### src/shared/sys_mode_pkg.sv
package sys_mode_pkg;

   // Clock and timing figures.
   localparam int CLK_PERIOD_NS     = 4;
   localparam int CNT_W             = 16;
   localparam int T_STARTUP_NS      = 2000;
   localparam int T_MODE_CHANGE_NS  = 200;
   localparam int T_SNM_NS          = 1000;
   localparam int T_MCU_TMO_NS      = 20000;
   localparam int T_WAKE_SHORT_NS   = 200;
   localparam int T_WAKE_LONG_NS    = 800;
   localparam logic [CNT_W-1:0] STARTUP_CYC     = CNT_W'(T_STARTUP_NS / CLK_PERIOD_NS);
   localparam logic [CNT_W-1:0] MODE_CHANGE_CYC = CNT_W'(T_MODE_CHANGE_NS / CLK_PERIOD_NS);
   localparam logic [CNT_W-1:0] SNM_CYC         = CNT_W'((T_SNM_NS + CLK_PERIOD_NS - 1) / CLK_PERIOD_NS);
   localparam logic [CNT_W-1:0] MCU_TMO_CYC_DEF = CNT_W'((T_MCU_TMO_NS + CLK_PERIOD_NS - 1) / CLK_PERIOD_NS);
   localparam logic [CNT_W-1:0] WAKE_SHORT_CYC  = CNT_W'((T_WAKE_SHORT_NS + CLK_PERIOD_NS - 1) / CLK_PERIOD_NS);
   localparam logic [CNT_W-1:0] WAKE_LONG_CYC   = CNT_W'((T_WAKE_LONG_NS + CLK_PERIOD_NS - 1) / CLK_PERIOD_NS);

   // Register port.
   localparam int ADDR_W = 8;
   localparam int DATA_W = 8;
   localparam logic [ADDR_W-1:0] ADDR_MODE_CTRL  = 8'h00;
   localparam logic [ADDR_W-1:0] ADDR_SYS_STATUS = 8'h04;
   localparam logic [ADDR_W-1:0] ADDR_WAKE_CFG   = 8'h08;
   localparam logic [ADDR_W-1:0] ADDR_IRQ_STATUS = 8'h0C;
   localparam logic [ADDR_W-1:0] ADDR_SYS_RESET  = 8'h10;
   localparam logic [DATA_W-1:0] SYS_RESET_KEY   = 8'hA5;

   // Mode codes.
   localparam logic [3:0] MC_NORMAL  = 4'hF;
   localparam logic [3:0] MC_STANDBY = 4'h6;
   localparam logic [3:0] MC_LISTEN  = 4'h8;
   localparam logic [3:0] MC_SLEEP   = 4'h1;

   // Field positions and reset values.
   localparam int STAT_DSF   = 0;
   localparam int STAT_WPL   = 1;
   localparam int STAT_TMO   = 2;
   localparam int STAT_OT    = 3;
   localparam int STAT_MODE  = 4;
   localparam int WCFG_RISE  = 0;
   localparam int WCFG_FALL  = 1;
   localparam int WCFG_FILT  = 2;
   localparam int IRQ_RISE   = 0;
   localparam int IRQ_FALL   = 1;
   localparam int IRQ_PWRON  = 2;
   localparam int IRQ_WAKE   = 3;
   localparam logic [2:0] WAKE_CFG_RST  = 3'h3;
   localparam logic [3:0] MODE_CODE_RST = MC_STANDBY;

   // System modes, Gray coded along Off, Boot, check, Normal, listen, Standby, Sleep.
   typedef enum logic [2:0] {
      MODE_OFF     = 3'h0,
      MODE_BOOT    = 3'h1,
      MODE_CHECK   = 3'h3,
      MODE_NORMAL  = 3'h2,
      MODE_LISTEN  = 3'h6,
      MODE_STANDBY = 3'h7,
      MODE_SLEEP   = 3'h5
   } sys_mode_t;

endpackage

### src/rtl/wake_pin_filter.sv
`timescale 1ns/1ns
module wake_pin_filter
   import sys_mode_pkg::*;
(
   input  wire logic clk_i,
   input  wire logic rst_b_i,
   input  wire logic clk_en_i,
   input  wire logic enable_i,
   input  wire logic pin_i,
   input  wire logic long_sel_i,
   output logic      level_o,
   output logic      rise_o,
   output logic      fall_o
);

   typedef struct packed {
      logic             sync1;
      logic             sync2;
      logic             stable;
      logic [CNT_W-1:0] cnt;
      logic             rise;
      logic             fall;
   } filt_state_t;

   filt_state_t r;
   filt_state_t n;
   logic [CNT_W-1:0] limit;

   // Synchronise, then accept a new level only once it has held for the filter time.
   always_comb begin
      n       = r;
      n.sync1 = pin_i;
      n.sync2 = r.sync1;
      n.rise  = 1'b0;
      n.fall  = 1'b0;
      limit   = long_sel_i ? WAKE_LONG_CYC : WAKE_SHORT_CYC;
      if (r.sync2 == r.stable) begin
         n.cnt = '0;
      end else if (r.cnt + 1'b1 >= limit) begin
         n.stable = r.sync2;
         n.cnt    = '0;
         n.rise   = enable_i & r.sync2;
         n.fall   = enable_i & ~r.sync2;
      end else begin
         n.cnt = r.cnt + 1'b1;
      end
   end

   // State register.
   always_ff @(posedge clk_i or negedge rst_b_i) begin
      if (!rst_b_i) begin
         r <= '0;
      end else if (clk_en_i) begin
         r <= n;
      end
   end

   assign level_o = r.stable;
   assign rise_o  = r.rise;
   assign fall_o  = r.fall;
endmodule

### src/rtl/system_mode_machine.sv
`timescale 1ns/1ns
module system_mode_machine
   import sys_mode_pkg::*;
#(
   parameter logic [CNT_W-1:0] MCU_TMO_CYC = MCU_TMO_CYC_DEF
)(
   input  wire logic              clk_i,
   input  wire logic              rst_b_i,
   input  wire logic              clk_en_i,
   input  wire logic              bat_uv_i,
   input  wire logic              mem_check_done_i,
   input  wire logic              mem_check_pass_i,
   input  wire logic              bus_dominant_i,
   input  wire logic              overtemp_i,
   input  wire logic              remote_wake_i,
   input  wire logic              wake_pin_i,
   input  wire logic              chip_select_n_i,
   input  wire logic              serial_data_i,
   input  wire logic [ADDR_W-1:0] addr_i,
   input  wire logic [DATA_W-1:0] wdata_i,
   input  wire logic              wr_i,
   input  wire logic              rd_i,
   output logic      [DATA_W-1:0] rdata_o,
   output logic      [2:0]        mode_o,
   output logic                   inhibit_output_o,
   output logic                   inhibit_output_oe_o,
   output logic                   rxd_o,
   output logic                   rxd_oe_o,
   output logic                   serial_out_pin_o,
   output logic                   serial_out_pin_oe_o,
   output logic                   overtemp_det_en_o,
   output logic                   host_reaction_timeout_o
);

   typedef struct packed {
      sys_mode_t        mode;
      logic [CNT_W-1:0] cnt;
      logic [CNT_W-1:0] tmo_cnt;
      logic [3:0]       mode_code_field;
      logic [2:0]       wake_cfg;
      logic [3:0]       irq;
      logic             direct_start_flag;
      logic             tmo;
      logic             ot_keep;
      logic             spi_seen;
      logic             boot_fail;
      logic [DATA_W-1:0] rdata;
   } mode_state_t;

   mode_state_t r;
   mode_state_t n;

   logic wake_level;
   logic wake_rise;
   logic wake_fall;
   logic active;
   logic access;
   logic reset_cmd;
   logic mode_wr;
   logic irq_pending;
   logic local_wake;
   logic [3:0] irq_set;
   logic [3:0] irq_clr;
   logic [DATA_W-1:0] status_word;

   //////////////////////////////////////////////////////////////////////////////////////////
   // Wake pin filtering; edge events are masked while the device is off, booting or in the start check.
   wake_pin_filter u_wake_filter (
      .clk_i      (clk_i),
      .rst_b_i    (rst_b_i),
      .clk_en_i   (clk_en_i),
      .enable_i   (active),
      .pin_i      (wake_pin_i),
      .long_sel_i (r.wake_cfg[WCFG_FILT]),
      .level_o    (wake_level),
      .rise_o     (wake_rise),
      .fall_o     (wake_fall)
   );

   //////////////////////////////////////////////////////////////////////////////////////////
   // Decoded bus requests and events.
   assign active      = (r.mode == MODE_STANDBY) || (r.mode == MODE_SLEEP) ||
                        (r.mode == MODE_LISTEN) || (r.mode == MODE_NORMAL);
   assign access      = wr_i | rd_i;
   assign reset_cmd   = active && wr_i && (addr_i == ADDR_SYS_RESET) && (wdata_i == SYS_RESET_KEY);
   assign mode_wr     = active && wr_i && (addr_i == ADDR_MODE_CTRL);
   assign irq_pending = |r.irq;
   assign local_wake  = (wake_rise & r.wake_cfg[WCFG_RISE]) | (wake_fall & r.wake_cfg[WCFG_FALL]);
   assign irq_clr     = (active && wr_i && (addr_i == ADDR_IRQ_STATUS)) ? wdata_i[3:0] : 4'h0;

   // Status word as seen by software.
   always_comb begin
      status_word            = '0;
      status_word[STAT_DSF]  = r.direct_start_flag;
      status_word[STAT_WPL]  = wake_level;
      status_word[STAT_TMO]  = r.tmo;
      status_word[STAT_OT]   = overtemp_det_en_o;
      status_word[STAT_MODE +: 3] = r.mode;
   end

   //////////////////////////////////////////////////////////////////////////////////////////
   // Next-state logic of the whole block.
   always_comb begin
      n       = r;
      irq_set = 4'h0;
      n.rdata = '0;
      if (access) begin
         n.spi_seen = 1'b1;
      end
      // Read data stand for the one cycle after the strobe; unmapped reads give zero.
      if (rd_i && active) begin
         case (addr_i)
            ADDR_MODE_CTRL:  n.rdata = {4'h0, r.mode_code_field};
            ADDR_SYS_STATUS: n.rdata = status_word;
            ADDR_WAKE_CFG:   n.rdata = {5'h00, r.wake_cfg};
            ADDR_IRQ_STATUS: n.rdata = {4'h0, r.irq};
            default:         n.rdata = '0;
         endcase
      end
      if (active && wr_i && (addr_i == ADDR_WAKE_CFG)) begin
         n.wake_cfg = wdata_i[2:0];
      end
      if (mode_wr) begin
         n.mode_code_field = wdata_i[3:0];
      end
      if (wake_rise && r.wake_cfg[WCFG_RISE]) begin
         irq_set[IRQ_RISE] = 1'b1;
      end
      if (wake_fall && r.wake_cfg[WCFG_FALL]) begin
         irq_set[IRQ_FALL] = 1'b1;
      end
      // Host reaction timer runs while a power-on or wake interrupt waits unserviced.
      if (access || !(r.irq[IRQ_PWRON] | r.irq[IRQ_WAKE])) begin
         n.tmo_cnt = '0;
         n.tmo     = access ? 1'b0 : r.tmo;
      end else if (r.tmo_cnt >= MCU_TMO_CYC) begin
         n.tmo = 1'b1;
      end else begin
         n.tmo_cnt = r.tmo_cnt + 1'b1;
      end
      // Mode machine: undervoltage first, reset command second, the rest exclusive.
      if (bat_uv_i) begin
         n.mode      = MODE_OFF;
         n.boot_fail = 1'b0;
         n.cnt       = '0;
      end else if (reset_cmd) begin
         n.mode = MODE_BOOT;
         n.cnt  = '0;
      end else begin
         case (r.mode)
            MODE_OFF: begin
               if (!r.boot_fail) begin
                  n.mode = MODE_BOOT;
               end
            end
            MODE_BOOT: begin
               // Defaults are reloaded on every boot cycle.
               n.mode_code_field   = MODE_CODE_RST;
               n.wake_cfg          = WAKE_CFG_RST;
               n.direct_start_flag = 1'b0;
               n.tmo               = 1'b0;
               n.ot_keep           = 1'b0;
               n.spi_seen          = 1'b0;
               n.tmo_cnt           = '0;
               n.cnt               = r.cnt + 1'b1;
               if (mem_check_done_i && mem_check_pass_i) begin
                  irq_set[IRQ_PWRON] = 1'b1;
                  n.cnt              = '0;
                  n.mode = bus_dominant_i ? MODE_CHECK : MODE_STANDBY;
               end else if ((mem_check_done_i && !mem_check_pass_i) || (r.cnt >= STARTUP_CYC)) begin
                  n.mode      = MODE_OFF;
                  n.boot_fail = 1'b1;
                  n.cnt       = '0;
               end
            end
            MODE_CHECK: begin
               if (!bus_dominant_i || r.spi_seen || access) begin
                  n.mode = MODE_STANDBY;
                  n.cnt  = '0;
               end else if (r.cnt >= SNM_CYC) begin
                  n.mode              = MODE_NORMAL;
                  n.direct_start_flag = 1'b1;
                  n.cnt               = '0;
               end else begin
                  n.cnt = r.cnt + 1'b1;
               end
            end
            MODE_SLEEP: begin
               if (local_wake || remote_wake_i) begin
                  n.mode            = MODE_STANDBY;
                  irq_set[IRQ_WAKE] = 1'b1;
               end else if (mode_wr && (wdata_i[3:0] == MC_NORMAL)) begin
                  n.mode = MODE_NORMAL;
               end else if (mode_wr && (wdata_i[3:0] == MC_LISTEN)) begin
                  n.mode = MODE_LISTEN;
               end else if (mode_wr && (wdata_i[3:0] == MC_STANDBY)) begin
                  n.mode = MODE_STANDBY;
               end
            end
            MODE_NORMAL: begin
               if (overtemp_i) begin
                  n.mode    = MODE_LISTEN;
                  n.ot_keep = 1'b1;
               end else if (mode_wr && (wdata_i[3:0] == MC_SLEEP)) begin
                  n.mode = MODE_SLEEP;
               end else if (mode_wr && (wdata_i[3:0] == MC_LISTEN)) begin
                  n.mode = MODE_LISTEN;
               end else if (mode_wr && (wdata_i[3:0] == MC_STANDBY)) begin
                  n.mode = MODE_STANDBY;
               end
            end
            MODE_LISTEN, MODE_STANDBY: begin
               if (local_wake || remote_wake_i) begin
                  irq_set[IRQ_WAKE] = 1'b1;
               end
               if (mode_wr && (wdata_i[3:0] == MC_SLEEP)) begin
                  n.mode = MODE_SLEEP;
               end else if (mode_wr && (wdata_i[3:0] == MC_NORMAL)) begin
                  n.mode = MODE_NORMAL;
               end else if (mode_wr && (wdata_i[3:0] == MC_LISTEN)) begin
                  n.mode = MODE_LISTEN;
               end else if (mode_wr && (wdata_i[3:0] == MC_STANDBY)) begin
                  n.mode = MODE_STANDBY;
               end
            end
            default: begin
               n.mode = MODE_OFF;
            end
         endcase
      end
      // Overtemperature hold only lasts while listen-only lasts.
      if (n.mode != MODE_LISTEN) begin
         n.ot_keep = 1'b0;
      end
      // Setting wins over a clear in the same cycle; Boot keeps only the flags set in that cycle.
      n.irq = (r.mode == MODE_BOOT) ? irq_set : ((r.irq & ~irq_clr) | irq_set);
   end

   //////////////////////////////////////////////////////////////////////////////////////////
   // State register; a mode change lands on the next edge.
   always_ff @(posedge clk_i or negedge rst_b_i) begin
      if (!rst_b_i) begin
         r <= '0;
      end else if (clk_en_i) begin
         r <= n;
      end
   end

   //////////////////////////////////////////////////////////////////////////////////////////
   // Pin behaviour per mode.
   assign mode_o                  = r.mode;
   assign rdata_o                 = r.rdata;
   assign inhibit_output_o        = active && (r.mode != MODE_SLEEP);
   assign inhibit_output_oe_o     = active && (r.mode != MODE_SLEEP);
   assign rxd_oe_o                = active;
   assign rxd_o                   = ((r.mode == MODE_SLEEP) || (r.mode == MODE_STANDBY)) ?
                                    ~irq_pending : ~bus_dominant_i;
   assign serial_out_pin_o        = serial_data_i;
   assign serial_out_pin_oe_o     = active && !chip_select_n_i;
   assign overtemp_det_en_o       = (r.mode == MODE_NORMAL) || ((r.mode == MODE_LISTEN) && r.ot_keep);
   assign host_reaction_timeout_o = r.tmo;
endmodule

### config.mk
export PLATFORM = sky130hd
export DESIGN_NAME = system_mode_machine
export DESIGN_NICKNAME = d
export VERILOG_FILES = /design/src/shared/sys_mode_pkg.sv /design/src/rtl/wake_pin_filter.sv /design/src/rtl/system_mode_machine.sv
export SDC_FILE = /design/constraint.sdc
export NUM_CORES = 1
export LEC_CHECK = 0
export ABC_AREA = 1
export BUFFER_PORTS_ARGS = -buffer_cell sky130_fd_sc_hd__buf_2
export CAP_MARGIN = 25
export CORE_UTILIZATION = 45
export CTS_CLUSTER_DIAMETER = 60
export DETAILED_ROUTE_END_ITERATION = 16
export MAX_ROUTING_LAYER = met4
export PLACE_DENSITY = 0.68
export SLEW_MARGIN = 20
export SYNTH_ARGS = -nofsm -noshare
export SYNTH_HDL_FRONTEND = slang
export SYNTH_HIERARCHICAL = 1
export SYNTH_SLANG_ARGS = --single-unit
### constraint.sdc
create_clock -name clk_i -period 2.3 [get_ports clk_i]
set_input_delay 0.23 -clock clk_i [delete_from_list [all_inputs] [get_ports clk_i]]
set_output_delay 0.23 -clock clk_i [all_outputs]
set_load 0.05 [all_outputs]
# Word-level counts from Yosys, hierarchy flattened
# Cells that the tools add are included.
word_totals:
  regBits: 80
  output_inout_bits: 19
op_classes:
  addsub: 3
  n_lt_le_gt_ge: 4
  n_eq_ne: 25
  n_mux: 60
  n_bitwise: 16
  n_reduce_logical: 46
op_table:
  columns: ["op", "count"]
  rows:
  - ["19-bit 2-to-1 mux", 5]
  - ["16-bit 2-to-1 mux", 5]
  - ["23-bit 2-to-1 mux", 3]
  - ["16-bit by 1-bit adder with 16-bit output (second input constant)", 3]
  - ["3-bit 2-to-1 mux", 12]
  - ["16-bit case mux with 2 select lines", 1]
  - ["7-bit case mux with 4 select lines", 1]
  - ["1-bit 2-to-1 mux", 19]
  - ["1-bit logical AND", 18]
  - ["3-bit case mux with 6 select lines", 1]
  - ["8-bit by 4-bit equality test with 1-bit output (second input constant)", 2]
  - ["16-bit by 13-bit greater-or-equal comparator with 1-bit output (second input constant)", 1]
  - ["16-bit greater-or-equal comparator", 1]
  - ["16-bit by 8-bit greater-or-equal comparator with 1-bit output (second input constant)", 1]
  - ["16-bit by 9-bit greater-or-equal comparator with 1-bit output (second input constant)", 1]
  - ["4-bit 2-to-1 mux", 4]
  - ["2-bit 2-to-1 mux", 5]
  - ["5-bit AND reduction", 2]
  - ["3-bit equality test (second input constant)", 3]
  - ["1-bit logical OR", 9]
  - ["3-bit != test (second input constant)", 3]
  - ["4-bit equality test (second input constant)", 2]
  - ["8-bit by 3-bit equality test with 1-bit output (second input constant)", 1]
  - ["8-bit by 5-bit equality test with 1-bit output (second input constant)", 1]
  - ["29 further kinds", 50]

# Logic depth before layout (Yosys ltp)
# Gate-level depths: netlist of run 1.
depth:
  ltp_word: 17
  ltp_mapped: 15

# Hierarchy
# The synthesis of run 1 kept the hierarchy.
modules_own_cells:
  columns: ["module", "instances", "cells_each", "area_each_um2", "seq_area_each_um2"]
  rows:
  - ["system_mode_machine", 1, 499, 3578.4, 1451.4]
  - ["wake_pin_filter", 1, 179, 1335.0, 525.5]

# Least setup slack after synthesis of run 1
# OpenSTA, ideal clock, no wires.
synth_timing:
  kind: "register to output"
  startpoint: "register r, in the netlist mode_o[0]"
  endpoint: "output port serial_out_pin_oe_o"
  t_arrival_ns: 1.794
  required_ns: 2.070
  path_slack_ns: 0.276
  stages_incl_launch_ff: 6
  path_cell_list: "dfrtp_1 -> inv_2 -> nand2_2 -> nand2_1 -> inv_1 -> nor2_1"
synth_via:
  elab_chain_len: 5
  word_cells_on_any_way: 8
  cone_classes: "eq/ne (4); reduce/logical (4)"
synth_rtl:
  columns: ["element", "line_no", "source"]
  rows:
  - ["start: declaration", "system_mode_machine.sv:50", "mode_state_t r;"]
  - ["start signal: assignment", "system_mode_machine.sv:245", "r <= n;"]
  - ["3-bit equality test", "system_mode_machine.sv:82", "assign active = (r.mode == MODE_STANDBY) || (r.mode == MODE_SLEEP) ||"]
  - ["1-bit logical OR (2 in series)", "system_mode_machine.sv:82", null]
  - ["1-bit logical OR (*)", "system_mode_machine.sv:83", "(r.mode == MODE_LISTEN) || (r.mode == MODE_NORMAL);"]
  - ["net rxd_oe_o", "system_mode_machine.sv:28", "output logic rxd_oe_o,"]
  - ["1-bit logical AND (*)", "system_mode_machine.sv:259", "assign serial_out_pin_oe_o = active && !chip_select_n_i;"]
  - ["end: declaration", "system_mode_machine.sv:30", "output logic serial_out_pin_oe_o,"]
# The timed path passes the listed nets; every way through them passes the cells marked *.

# Worst setup path after layout of run 1
layout_timing:
  startpoint: "register u_wake_filter/r[4] (netlist name)"
  endpoint: "register u_wake_filter/r[7] (netlist name)"
layout_via:
  elab_chain_len: 4
layout_rtl:
  columns: ["element", "line_no", "source"]
  rows:
  - ["start: declaration", "wake_pin_filter.sv:25", "filt_state_t r;"]
  - ["start signal: assignment", "wake_pin_filter.sv:54", "r <= n;"]
  - ["16-bit by 1-bit adder with 16-bit output (*)", "wake_pin_filter.sv:39, wake_pin_filter.sv:45", null]
  - ["16-bit greater-or-equal comparator", "wake_pin_filter.sv:39", "end else if (r.cnt + 1'b1 >= limit) begin"]
  - ["16-bit 2-to-1 mux (*)", "wake_pin_filter.sv:39", null]
  - ["16-bit 2-to-1 mux (*)", "wake_pin_filter.sv:37", "if (r.sync2 == r.stable) begin"]
# Every way passes the cells marked *; elsewhere a longest branch is shown, timed or not.
# A chain may end at the register's enable or synchronous reset.

==> results.cfg, run 1 <==
[clock_tree]
cts_max_level = 3
cts_tree = built
cts.reportedPaths.clkPinSlew_ps = 80
clkLatencyLatePin_ps = 350
cts_root_buffer = clkbuf_8
cts.sinks = 79
cts_buffer_depth = 2
cts_buffers = 9

[power_and_ir_drop]
finalPower_mw = 3.431
combPwrFrac = 0.202
leakagePower_nw = 2.795
swShare = 0.3209
seq_power_share = 0.453
p_switching_mw = 1.101
clock_power_share = 0.345
p_int_mw = 2.330
power.density_mw_per_mm2 = 611.2
ir_drop_uv = 341.8

[sta]
layout_min_cycle_time_ps = 2224
skew_ps = 15.38
period_share = 0.9669
finalSetupViolCount = 0
maxSlewViolCount = 0
setup_tns_ps = 0
relSlewSlack = 0.6168
finalHoldViolCount = 0
worst-slew-pin-transition_ps = 574.8
fmax_mhz = 449.7

[setup_path]
timing.rr.end = u_wake_filter/r[7]$_DFFE_PN0P_
reg2reg_from = u_wake_filter/r[4]$_DFFE_PN0P_
required_ps = 2590
r2r_slack_ps = 80
crit_fanout = 5
worstRegToRegCells = 13
crit_type = reg2reg
startpoint_type = register
critical_path_arrival_ps = 2510
end_kind = register

[logic_synthesis]
avgSynthCellArea_um2 = 7.247
synth_top_area_share = 0.4023
synth-edff-count = 0
synth_nets = 719
synth_ff_type = dfrtp_1
synth_common_cells = 169 x nand2_1, 92 x inv_1, 79 x dfrtp_1, 75 x nor2_1, 43 x nand3_1
async_reset_ff_frac = 1.000
synth_cells = 678
ys_ff_latch = 79
synth_area_mm2 = 0.004913
yosysUniqueCellTypes = 43
ys_seq_area_frac = 0.4023
yosys.area.top_type = dfrtp_1
synth_top_cells_by_area = dfrtp_1 40%, nand2_1 13%, inv_1 7.0%, nor2_1 5.7%, nand3_1 4.4%
yosysMostFrequentCell = nand2_1
ys.warnings.count = 6

[floorplan]
num_rows = 37
fp.dieW_um = 106.5
ios = 49
die_area_mm2 = 0.01134
start_util = 0.4696
dieHeight_um = 106.5
coreArea_mm2 = 0.01046

[layout]
area_growth_pct = 14.26
final_design_area_no_fill_mm2 = 0.005614
drive_above_1_share = 0.1798
fin_nets = 770
final_core_utilization = 0.5366
antennaDiodeCount = 0
final_cells = 870

[global_route]
overflow = 0
grt_use_total = 0.2282
grt_pass1_vias = 4135
grt_antenna_before_repair = 0
grt_pass1_wl_mm = 19.84
grt_max_degree = 44

[detailed_routing]
wl_per_cell_um = 13.77
first_pass_iters = 5
drtIter0Drc = 312
wl_mm = 11.98
drc = 0
num_vias = 4493
vias_per_cell = 5.164
ant_nets = 0

[placed_design]
gp_congestion = 0.8972
dpl.cell_count = 846
port_buffers = 45
dpl.hpwl_mm = 8.985
dpl_cell_area_mm2 = 0.005233

[outcome]
status = finished clean

[min_path]
worstHoldPathType = in2reg
hold_start = wake_pin_i
whs_endpoint = u_wake_filter/n[19]$_DFFE_PN0P_
hold_depth = 3

[job]
cap_violations = 0
==> how the worst max path moves through the flow <==
stage / from / endpoint / slack [ps] / cells past startpoint
global route: u_wake_filter/r[4]$_DFFE_PN0P_ / u_wake_filter/r[7]$_DFFE_PN0P_ / -30 / 13
global placement: u_wake_filter/r[2]$_DFFE_PN0P_ / u_wake_filter/r[9]$_DFFE_PN0P_ / 120 / 14
floorplan: mode_o[0]$_DFFE_PN0P_ / serial_out_pin_oe_o / 280 / 5
detailed placement: u_wake_filter/r[2]$_DFFE_PN0P_ / u_wake_filter/r[7]$_DFFE_PN0P_ / -0.2 / 14
finish: u_wake_filter/r[4]$_DFFE_PN0P_ / u_wake_filter/r[7]$_DFFE_PN0P_ / 80 / 13
CTS: u_wake_filter/r[2]$_DFFE_PN0P_ / u_wake_filter/r[7]$_DFFE_PN0P_ / 20 / 14
==> timing repair <==
action                                  CTS  global route
setup buffers                             0             7
endpoints found under the setup margin    7            11
endpoints found under the hold margin    41             0
pin swaps                                 0             9
gates resized for setup                   3            17
hold buffers                              1             0
==> stage by stage <==
stage | worst slack [ps] | hold WS, ps
2_1_floorplan | 275.8 | -65.59
3_3_place_gp | 121.6 | 267.1
3_5_place_dp | -0.2394 | 264.6
4_1_cts | 21.46 | 58.48
5_1_grt | -33.35 | 81.44
6_report | 76.10 | 79.55
==> cell families (layout without fill, tap and decap cells) <==
logic type,Yosys count,count (layout),share of synthesized area
AOI/OAI and AO/OA,89,89,0.1057
adders and majority gates,11,11,0.02801
xor gates and xnor gates,17,17,0.03030
DFF,79,79,0.4023
and+or+nand+nor,356,356,0.3249
other,1,1,0.0007632
buffers and inverters,125,181,0.1080
==> per-layer routing <==
layer | routed length, um | up-vias | global-route usage
li1 | - | 2257 | -
met1 | 5658 | 2113 | 0.3066
met2 | 5606 | 111 | 0.3558
met3 | 588 | 12 | 0.04660
met4 | 127 | 0 | 0.05284
met5 | 0 | - | -
==> layout make-up <==
type,count,area [um^2]
clock buffers,10,137.6
clock inverters,6,91.34
fillers,1057,4848
inverters,105,399.1
multi-input cells,474,2489
flip-flops and latches,79,1984
well taps,136,170.2
repair buffers,60,342.8
==> worst max-delay path: stages, from the launching register on <==
cell,delay (ps)
dfrtp_2,450
nand3_4,100
nor2_2,160
xor2_1,230
ha_1,290
a21oi_2,160
o21ai_1,80
nor2_2,110
nand2_1,60
nor2_2,170
nand3_2,120
inv_2,100
nand2_1,60
nand2_1,60
==> power groups by stage <==
stage / registers (mW) / logic, mW / clock network (mW)
6_report: 1.55 / 0.694 / 1.18
5_1_grt: 1.56 / 0.781 / 1.28
3_3_place_gp: 1.55 / 0.657 / 0
4_1_cts: 1.53 / 0.671 / 1.22
2_1_floorplan: 1.54 / 0.490 / 0
3_5_place_dp: 1.56 / 0.665 / 0
==> sequential cells by signal, indices dropped and copies added, names as in the netlist <==
register and cells:
mode_o 3, r 47, host_reaction_timeout_o 1, rdata_o 7, u_wake_filter/level_o 1, u_wake_filter/r 17
u_wake_filter/n 1, u_wake_filter/fall_o 1, u_wake_filter/rise_o 1
==> layout by cell type (no fill, tap or decap), types with 2 or more instances in the layout <==
cell type  instances
nor2_1            75
clkbuf_8          10
nand4_1           16
ha_1               9
nand2_2           12
inv_6              2
ha_4               2
nor3_1            18
nor2_4             5
inv_1             92
clkinv_4           2
nor2_2             7
o21ai_1            7
buf_2             44
xor2_1            15
inv_2             11
o211ai_1           5
o21ai_0           33
buf_4             15
nand2_1          167
o41ai_1            3
a21oi_1           23
dfrtp_2            6
nand3b_1           3
nand2_4            4
o31ai_1            2
nand3_2            2
bufinv_16          2
dfrtp_1           73
nand3_1           42
o22ai_1            6
(Power assumes the default switching activity.)
==> inputs of run 2 (changes only) <==
==> constraint.sdc (replaced) <==
create_clock -name clk_i -period 2.2 [get_ports clk_i]
set_input_delay 0.22 -clock clk_i [delete_from_list [all_inputs] [get_ports clk_i]]
set_output_delay 0.22 -clock clk_i [all_outputs]
set_load 0.05 [all_outputs]
==> results.cfg, run 2 (synthesis results as in run 1) <==
[outcome]
status = finished clean

[clock_tree]
cts_max_level = 3
cts.sinks = 79
cts.reportedPaths.clkPinSlew_ps = 100
cts_buffers = 9
clkLatencyLatePin_ps = 360
cts_root_buffer = clkbuf_8
cts_buffer_depth = 2
cts_tree = built

[layout]
final_common_cell = nand2_1
final_design_area_no_fill_mm2 = 0.005693
largest_reg_flops = 47
area_growth_pct = 15.86
fin_nets = 779
mostFrequentLayoutCells = 165 x nand2_1, 91 x inv_1, 75 x nor2_1
regMostFlops = r
antennaDiodeCount = 0
drive_above_1_share = 0.1978

[detailed_routing]
drc = 0
ant_nets = 0
first_pass_iters = 5
wl_mm = 12.23
wl_per_cell_um = 13.91
drtIter0Drc = 345
vias_per_cell = 5.124
num_vias = 4504

[sta]
fmax_mhz = 465.0
worst-slew-pin-transition_ps = 728.1
finalSetupViolCount = 0
whs_ps = 61.24
maxSlewViolCount = 0
skew_ps = 12.57
finalHoldViolCount = 0
layout_min_cycle_time_ps = 2151
period_share = 0.9775
setup_tns_ps = 0
relSlewSlack = 0.5146

[setup_path]
cp_top_family = simple AND/OR/NAND/NOR gates
crit_chain = nand3_4 > nor2_4 > xor2_2 > ha_1 > a21oi_2 > o21ai_1 > nor2_2 > nand2_2 > nor2_4 > nand3_4 > inv_4 > nand2_1 > nand2_1
crit_type = reg2reg
crit_fanout = 5
worstRegToRegCells = 13
startpoint_type = register
crit_cells = 13
path_buf_inv = 1
slowest_delay_ps = 450
required_ps = 2510
crit_slowest_cell = dfrtp_2
critical_path_arrival_ps = 2460
end_kind = register

[global_route]
grt_pass1_wl_mm = 20.15
grt_util_met1 = 0.3078
overflow = 0
met3_usage = 0.04844
grt_pass1_vias = 4308
grt_max_degree = 56
top_usage_layer = met2
met2_usage = 0.3622
grt_use_total = 0.2314
grt_antenna_before_repair = 0

[placed_design]
dpl.hpwl_mm = 9.050
port_buffers = 45
gp_congestion = 0.8983
dpl_cell_area_mm2 = 0.005285

[min_path]
worstHoldPathType = in2reg
hold_depth = 3

[floorplan]
num_rows = 37
fp.dieW_um = 106.5
dieHeight_um = 106.5
ios = 49
start_util = 0.4696
coreArea_mm2 = 0.01046
die_area_mm2 = 0.01134

[power_and_ir_drop]
power.density_mw_per_mm2 = 608.5
ir_drop_uv = 367.6
leakagePower_nw = 2.822

[job]
cap_violations = 0
-- run 2: cell count changes in the layout (fill, tap and decap cells not counted), moves of 2 or more --
| cell | before | now |
|---|---|---|
| buf_4 | 15 | 24 |
| bufinv_16 | 2 | 0 |
| inv_6 | 2 | 4 |
| nand2_1 | 167 | 165 |
| nor2_2 | 7 | 4 |
| nor2_4 | 5 | 8 |
| xor2_1 | 15 | 13 |
| xor2_2 | 1 | 3 |
-- run 2: cell type report --
class	count	area [um^2]
clock inverters	7	62.56
well taps	136	170.2
fillers	1017	4770
inverters	105	401.6
clock buffers	9	123.9
multi-input cells	474	2540
flip-flops and latches	79	1984
repair buffers	69	410.4
-- run 2: worst register-to-register path: stages (launching register included) --
cell	delay (ps)
dfrtp_2	450
nand3_4	110
nor2_4	160
xor2_2	170
ha_1	280
a21oi_2	160
o21ai_1	80
nor2_2	110
nand2_2	80
nor2_4	170
nand3_4	110
inv_4	90
nand2_1	60
nand2_1	60
-- run 2: layer usage --
layer | share of wire | wire, um | up-vias
met5 | 0 | 0 | -
met4 | 0.0090 | 110 | 0
met3 | 0.054 | 659 | 11
met2 | 0.47 | 5724 | 124
met1 | 0.47 | 5729 | 2078
li1 | - | - | 2291
-- run 2: worst paths after layout --
kind                            slack, ps                              end                            start
worst min-delay path                   60  u_wake_filter/n[19]$_DFFE_PN0P_                       wake_pin_i
worst max register to register         50   u_wake_filter/r[8]$_DFFE_PN0P_   u_wake_filter/r[4]$_DFFE_PN0P_
worst max-delay path                   50   u_wake_filter/r[8]$_DFFE_PN0P_   u_wake_filter/r[4]$_DFFE_PN0P_
max in group asynchronous            1090                r[30]$_DFFE_PN0P_                          rst_b_i
min in group asynchronous             440           rdata_o[6]$_DFFE_PN0P_                          rst_b_i
worst min register to register        480  u_wake_filter/n[19]$_DFFE_PN0P_  u_wake_filter/n[19]$_DFFE_PN0P_
-- run 2: stage by stage --
stage / setup WS, ps / cells / power [mW] / util
global placement: 46.58 / 853 / 2.323 / 0.5051
floorplan: 178.8 / 678 / 2.119 / -
global route: -55.44 / 879 / 3.658 / 0.5441
CTS: 2.751 / 872 / 3.401 / 0.5262
detailed placement: -19.55 / 853 / 2.338 / 0.5051
finish: 49.45 / 879 / 3.464 / 0.5441
-- run 2: what timing repair did --
action,in CTS,in global routing
buffers inserted,2,7
setup endpoints to repair,7,11
pin swaps,1,11
hold buffers,1,0
endpoints found under the hold margin,53,0
gates resized for setup,2,30
-- run 2: report_power, final --
group	total (mW)	switching, mW	internal, mW
registers	1.63	0.0979	1.53
logic	0.783	0.516	0.267
clock network	1.05	0.621	0.434
==> inputs of run 3 (changes only) <==
--- a/config.mk
+++ b/config.mk
@@ -13,6 +13,7 @@
 export DETAILED_ROUTE_END_ITERATION = 16
 export MAX_ROUTING_LAYER = met4
 export PLACE_DENSITY = 0.68
+export RECOVER_POWER = 100
 export SLEW_MARGIN = 20
 export SYNTH_ARGS = -nofsm -noshare
 export SYNTH_HDL_FRONTEND = slang
==> results.cfg, run 3 (synthesis results as in run 1) <==
[power_and_ir_drop]
combPwrFrac = 0.224
power.density_mw_per_mm2 = 610.6
seq_power_share = 0.471
p_int_mw = 2.222
leakagePower_nw = 2.745
ir_drop_uv = 367.2
finalPower_mw = 3.455
swShare = 0.3568
p_switching_mw = 1.233
clock_power_share = 0.305

[detailed_routing]
ant_nets = 0
num_vias = 4521
drc = 0
wl_mm = 12.28
drtIter0Drc = 319
first_pass_iters = 8
vias_per_cell = 5.143
wl_per_cell_um = 13.97

[setup_path]
crit_slowest_cell = dfrtp_2
cp_top_family = simple AND/OR/NAND/NOR gates
startpoint_type = register
crit_chain = nand3_4 > nor2_4 > xor2_2 > ha_1 > a21oi_2 > o21ai_1 > nor2_2 > nand2_2 > nor2_4 > nand3_4 > inv_4 > nand2_1 > nand2_1
required_ps = 2510
path_buf_inv = 1
end_kind = register
crit_fanout = 5
slowest_delay_ps = 460
crit_type = reg2reg
critical_path_arrival_ps = 2460

[global_route]
overflow = 0
grt_use_total = 0.2314
grt_antenna_before_repair = 0
grt_max_degree = 56
grt_pass1_wl_mm = 20.15
grt_pass1_vias = 4308

[placed_design]
dpl.hpwl_mm = 9.050
port_buffers = 45
dpl.cell_count = 853
gp_congestion = 0.8983

[layout]
antennaDiodeCount = 0
largest_reg_flops = 47
mostFrequentLayoutCells = 165 x nand2_1, 93 x inv_1, 75 x nor2_1
final_common_cell = nand2_1
final_cells = 879
drive_above_1_share = 0.1736
area_growth_pct = 15.15
fin_nets = 779
regMostFlops = r

[sta]
layout_min_cycle_time_ps = 2155
skew_ps = 11.75
worst-slew-pin-transition_ps = 1411
maxSlewViolCount = 0
period_share = 0.9795
finalSetupViolCount = 0
fmax_mhz = 464.0
relSlewSlack = 0.05954
finalHoldViolCount = 0
whs_ps = 60.30

[clock_tree]
clkLatencyLatePin_ps = 360
cts_tree = built
cts.sinks = 79
cts.reportedPaths.clkPinSlew_ps = 100
cts_max_level = 3
cts_root_buffer = clkbuf_8
cts_buffer_depth = 2
cts_buffers = 9

[outcome]
status = finished clean

[floorplan]
dieHeight_um = 106.5
coreArea_mm2 = 0.01046
start_util = 0.4696
ios = 49
num_rows = 37
die_area_mm2 = 0.01134
fp.dieW_um = 106.5

[min_path]
worstHoldPathType = in2reg

[job]
cap_violations = 0
run 3: changes by cell type in the layout (fill, tap and decap cells not counted), moves of 4 or more:
| cell | previous run | this run |
|---|---|---|
| buf_2 | 44 | 26 |
| clkbuf_1 | 0 | 15 |
| clkbuf_2 | 0 | 7 |
| buf_4 | 24 | 20 |
run 3: metal layers:
layer	wire length [um]	vias to the layer above	GRT usage
met5	0	-	-
met4	95	0	0.05675
met3	709	12	0.04844
met2	5741	131	0.3622
met1	5733	2090	0.3078
li1	-	2288	-
run 3: final timing paths:
path | start | to | slack, ps | cells after the start
worst max-delay path | u_wake_filter/r[4]$_DFFE_PN0P_ | u_wake_filter/r[8]$_DFFE_PN0P_ | 50 | 13
worst min-delay path | wake_pin_i | u_wake_filter/n[19]$_DFFE_PN0P_ | 60 | 3
worst max register to register | u_wake_filter/r[4]$_DFFE_PN0P_ | u_wake_filter/r[8]$_DFFE_PN0P_ | 50 | 13
worst min register to register | u_wake_filter/n[19]$_DFFE_PN0P_ | u_wake_filter/n[19]$_DFFE_PN0P_ | 480 | 2
max in group asynchronous | rst_b_i | r[30]$_DFFE_PN0P_ | 440 | 3
min in group asynchronous | rst_b_i | rdata_o[6]$_DFFE_PN0P_ | 700 | 2
run 3: power groups by stage:
stage	sequential, mW	combinational, mW	clock (mW)
2_1_floorplan	1.61	0.512	0
3_3_place_gp	1.62	0.701	0
3_5_place_dp	1.63	0.711	0
4_1_cts	1.60	0.727	1.08
5_1_grt	1.64	0.861	1.15
6_report	1.63	0.774	1.05
run 3: cell type report:
class,count,area (um^2)
clock buffer,9,123.9
clock inverter,7,62.56
fill,1030,4805
inverter,105,401.6
multi-input combinational,474,2534
sequential,79,1984
tap,136,170.2
timing repair buffer,69,381.6
run 3: stage by stage:
step / util / setup WS [ps] / cell area (um^2) / TNS [ps]
after global placement: 0.5051 / 46.58 / 5285 / 0
after CTS: 0.5262 / 2.751 / 5505 / 0
after global routing: 0.5408 / -55.57 / 5658 / -241.8
after detailed placement: 0.5051 / -19.55 / 5285 / -49.57
final: 0.5408 / 45.03 / 5658 / 0
after floorplan: - / 178.8 / 4913 / 0
run 3: worst min-delay path, delay by kind of cell:
kind / cells / cell delay (ps)
buffers and inverters: 1 / 70
AND/OR/NAND/NOR: 2 / 90
run 3: timing repair:
item,CTS,global route
hold buffers,1,0
setup endpoints to repair,7,11
pin swaps,1,11
buffers inserted,2,7
resized for setup,2,30
hold endpoints to repair,53,0
cloned,0,0
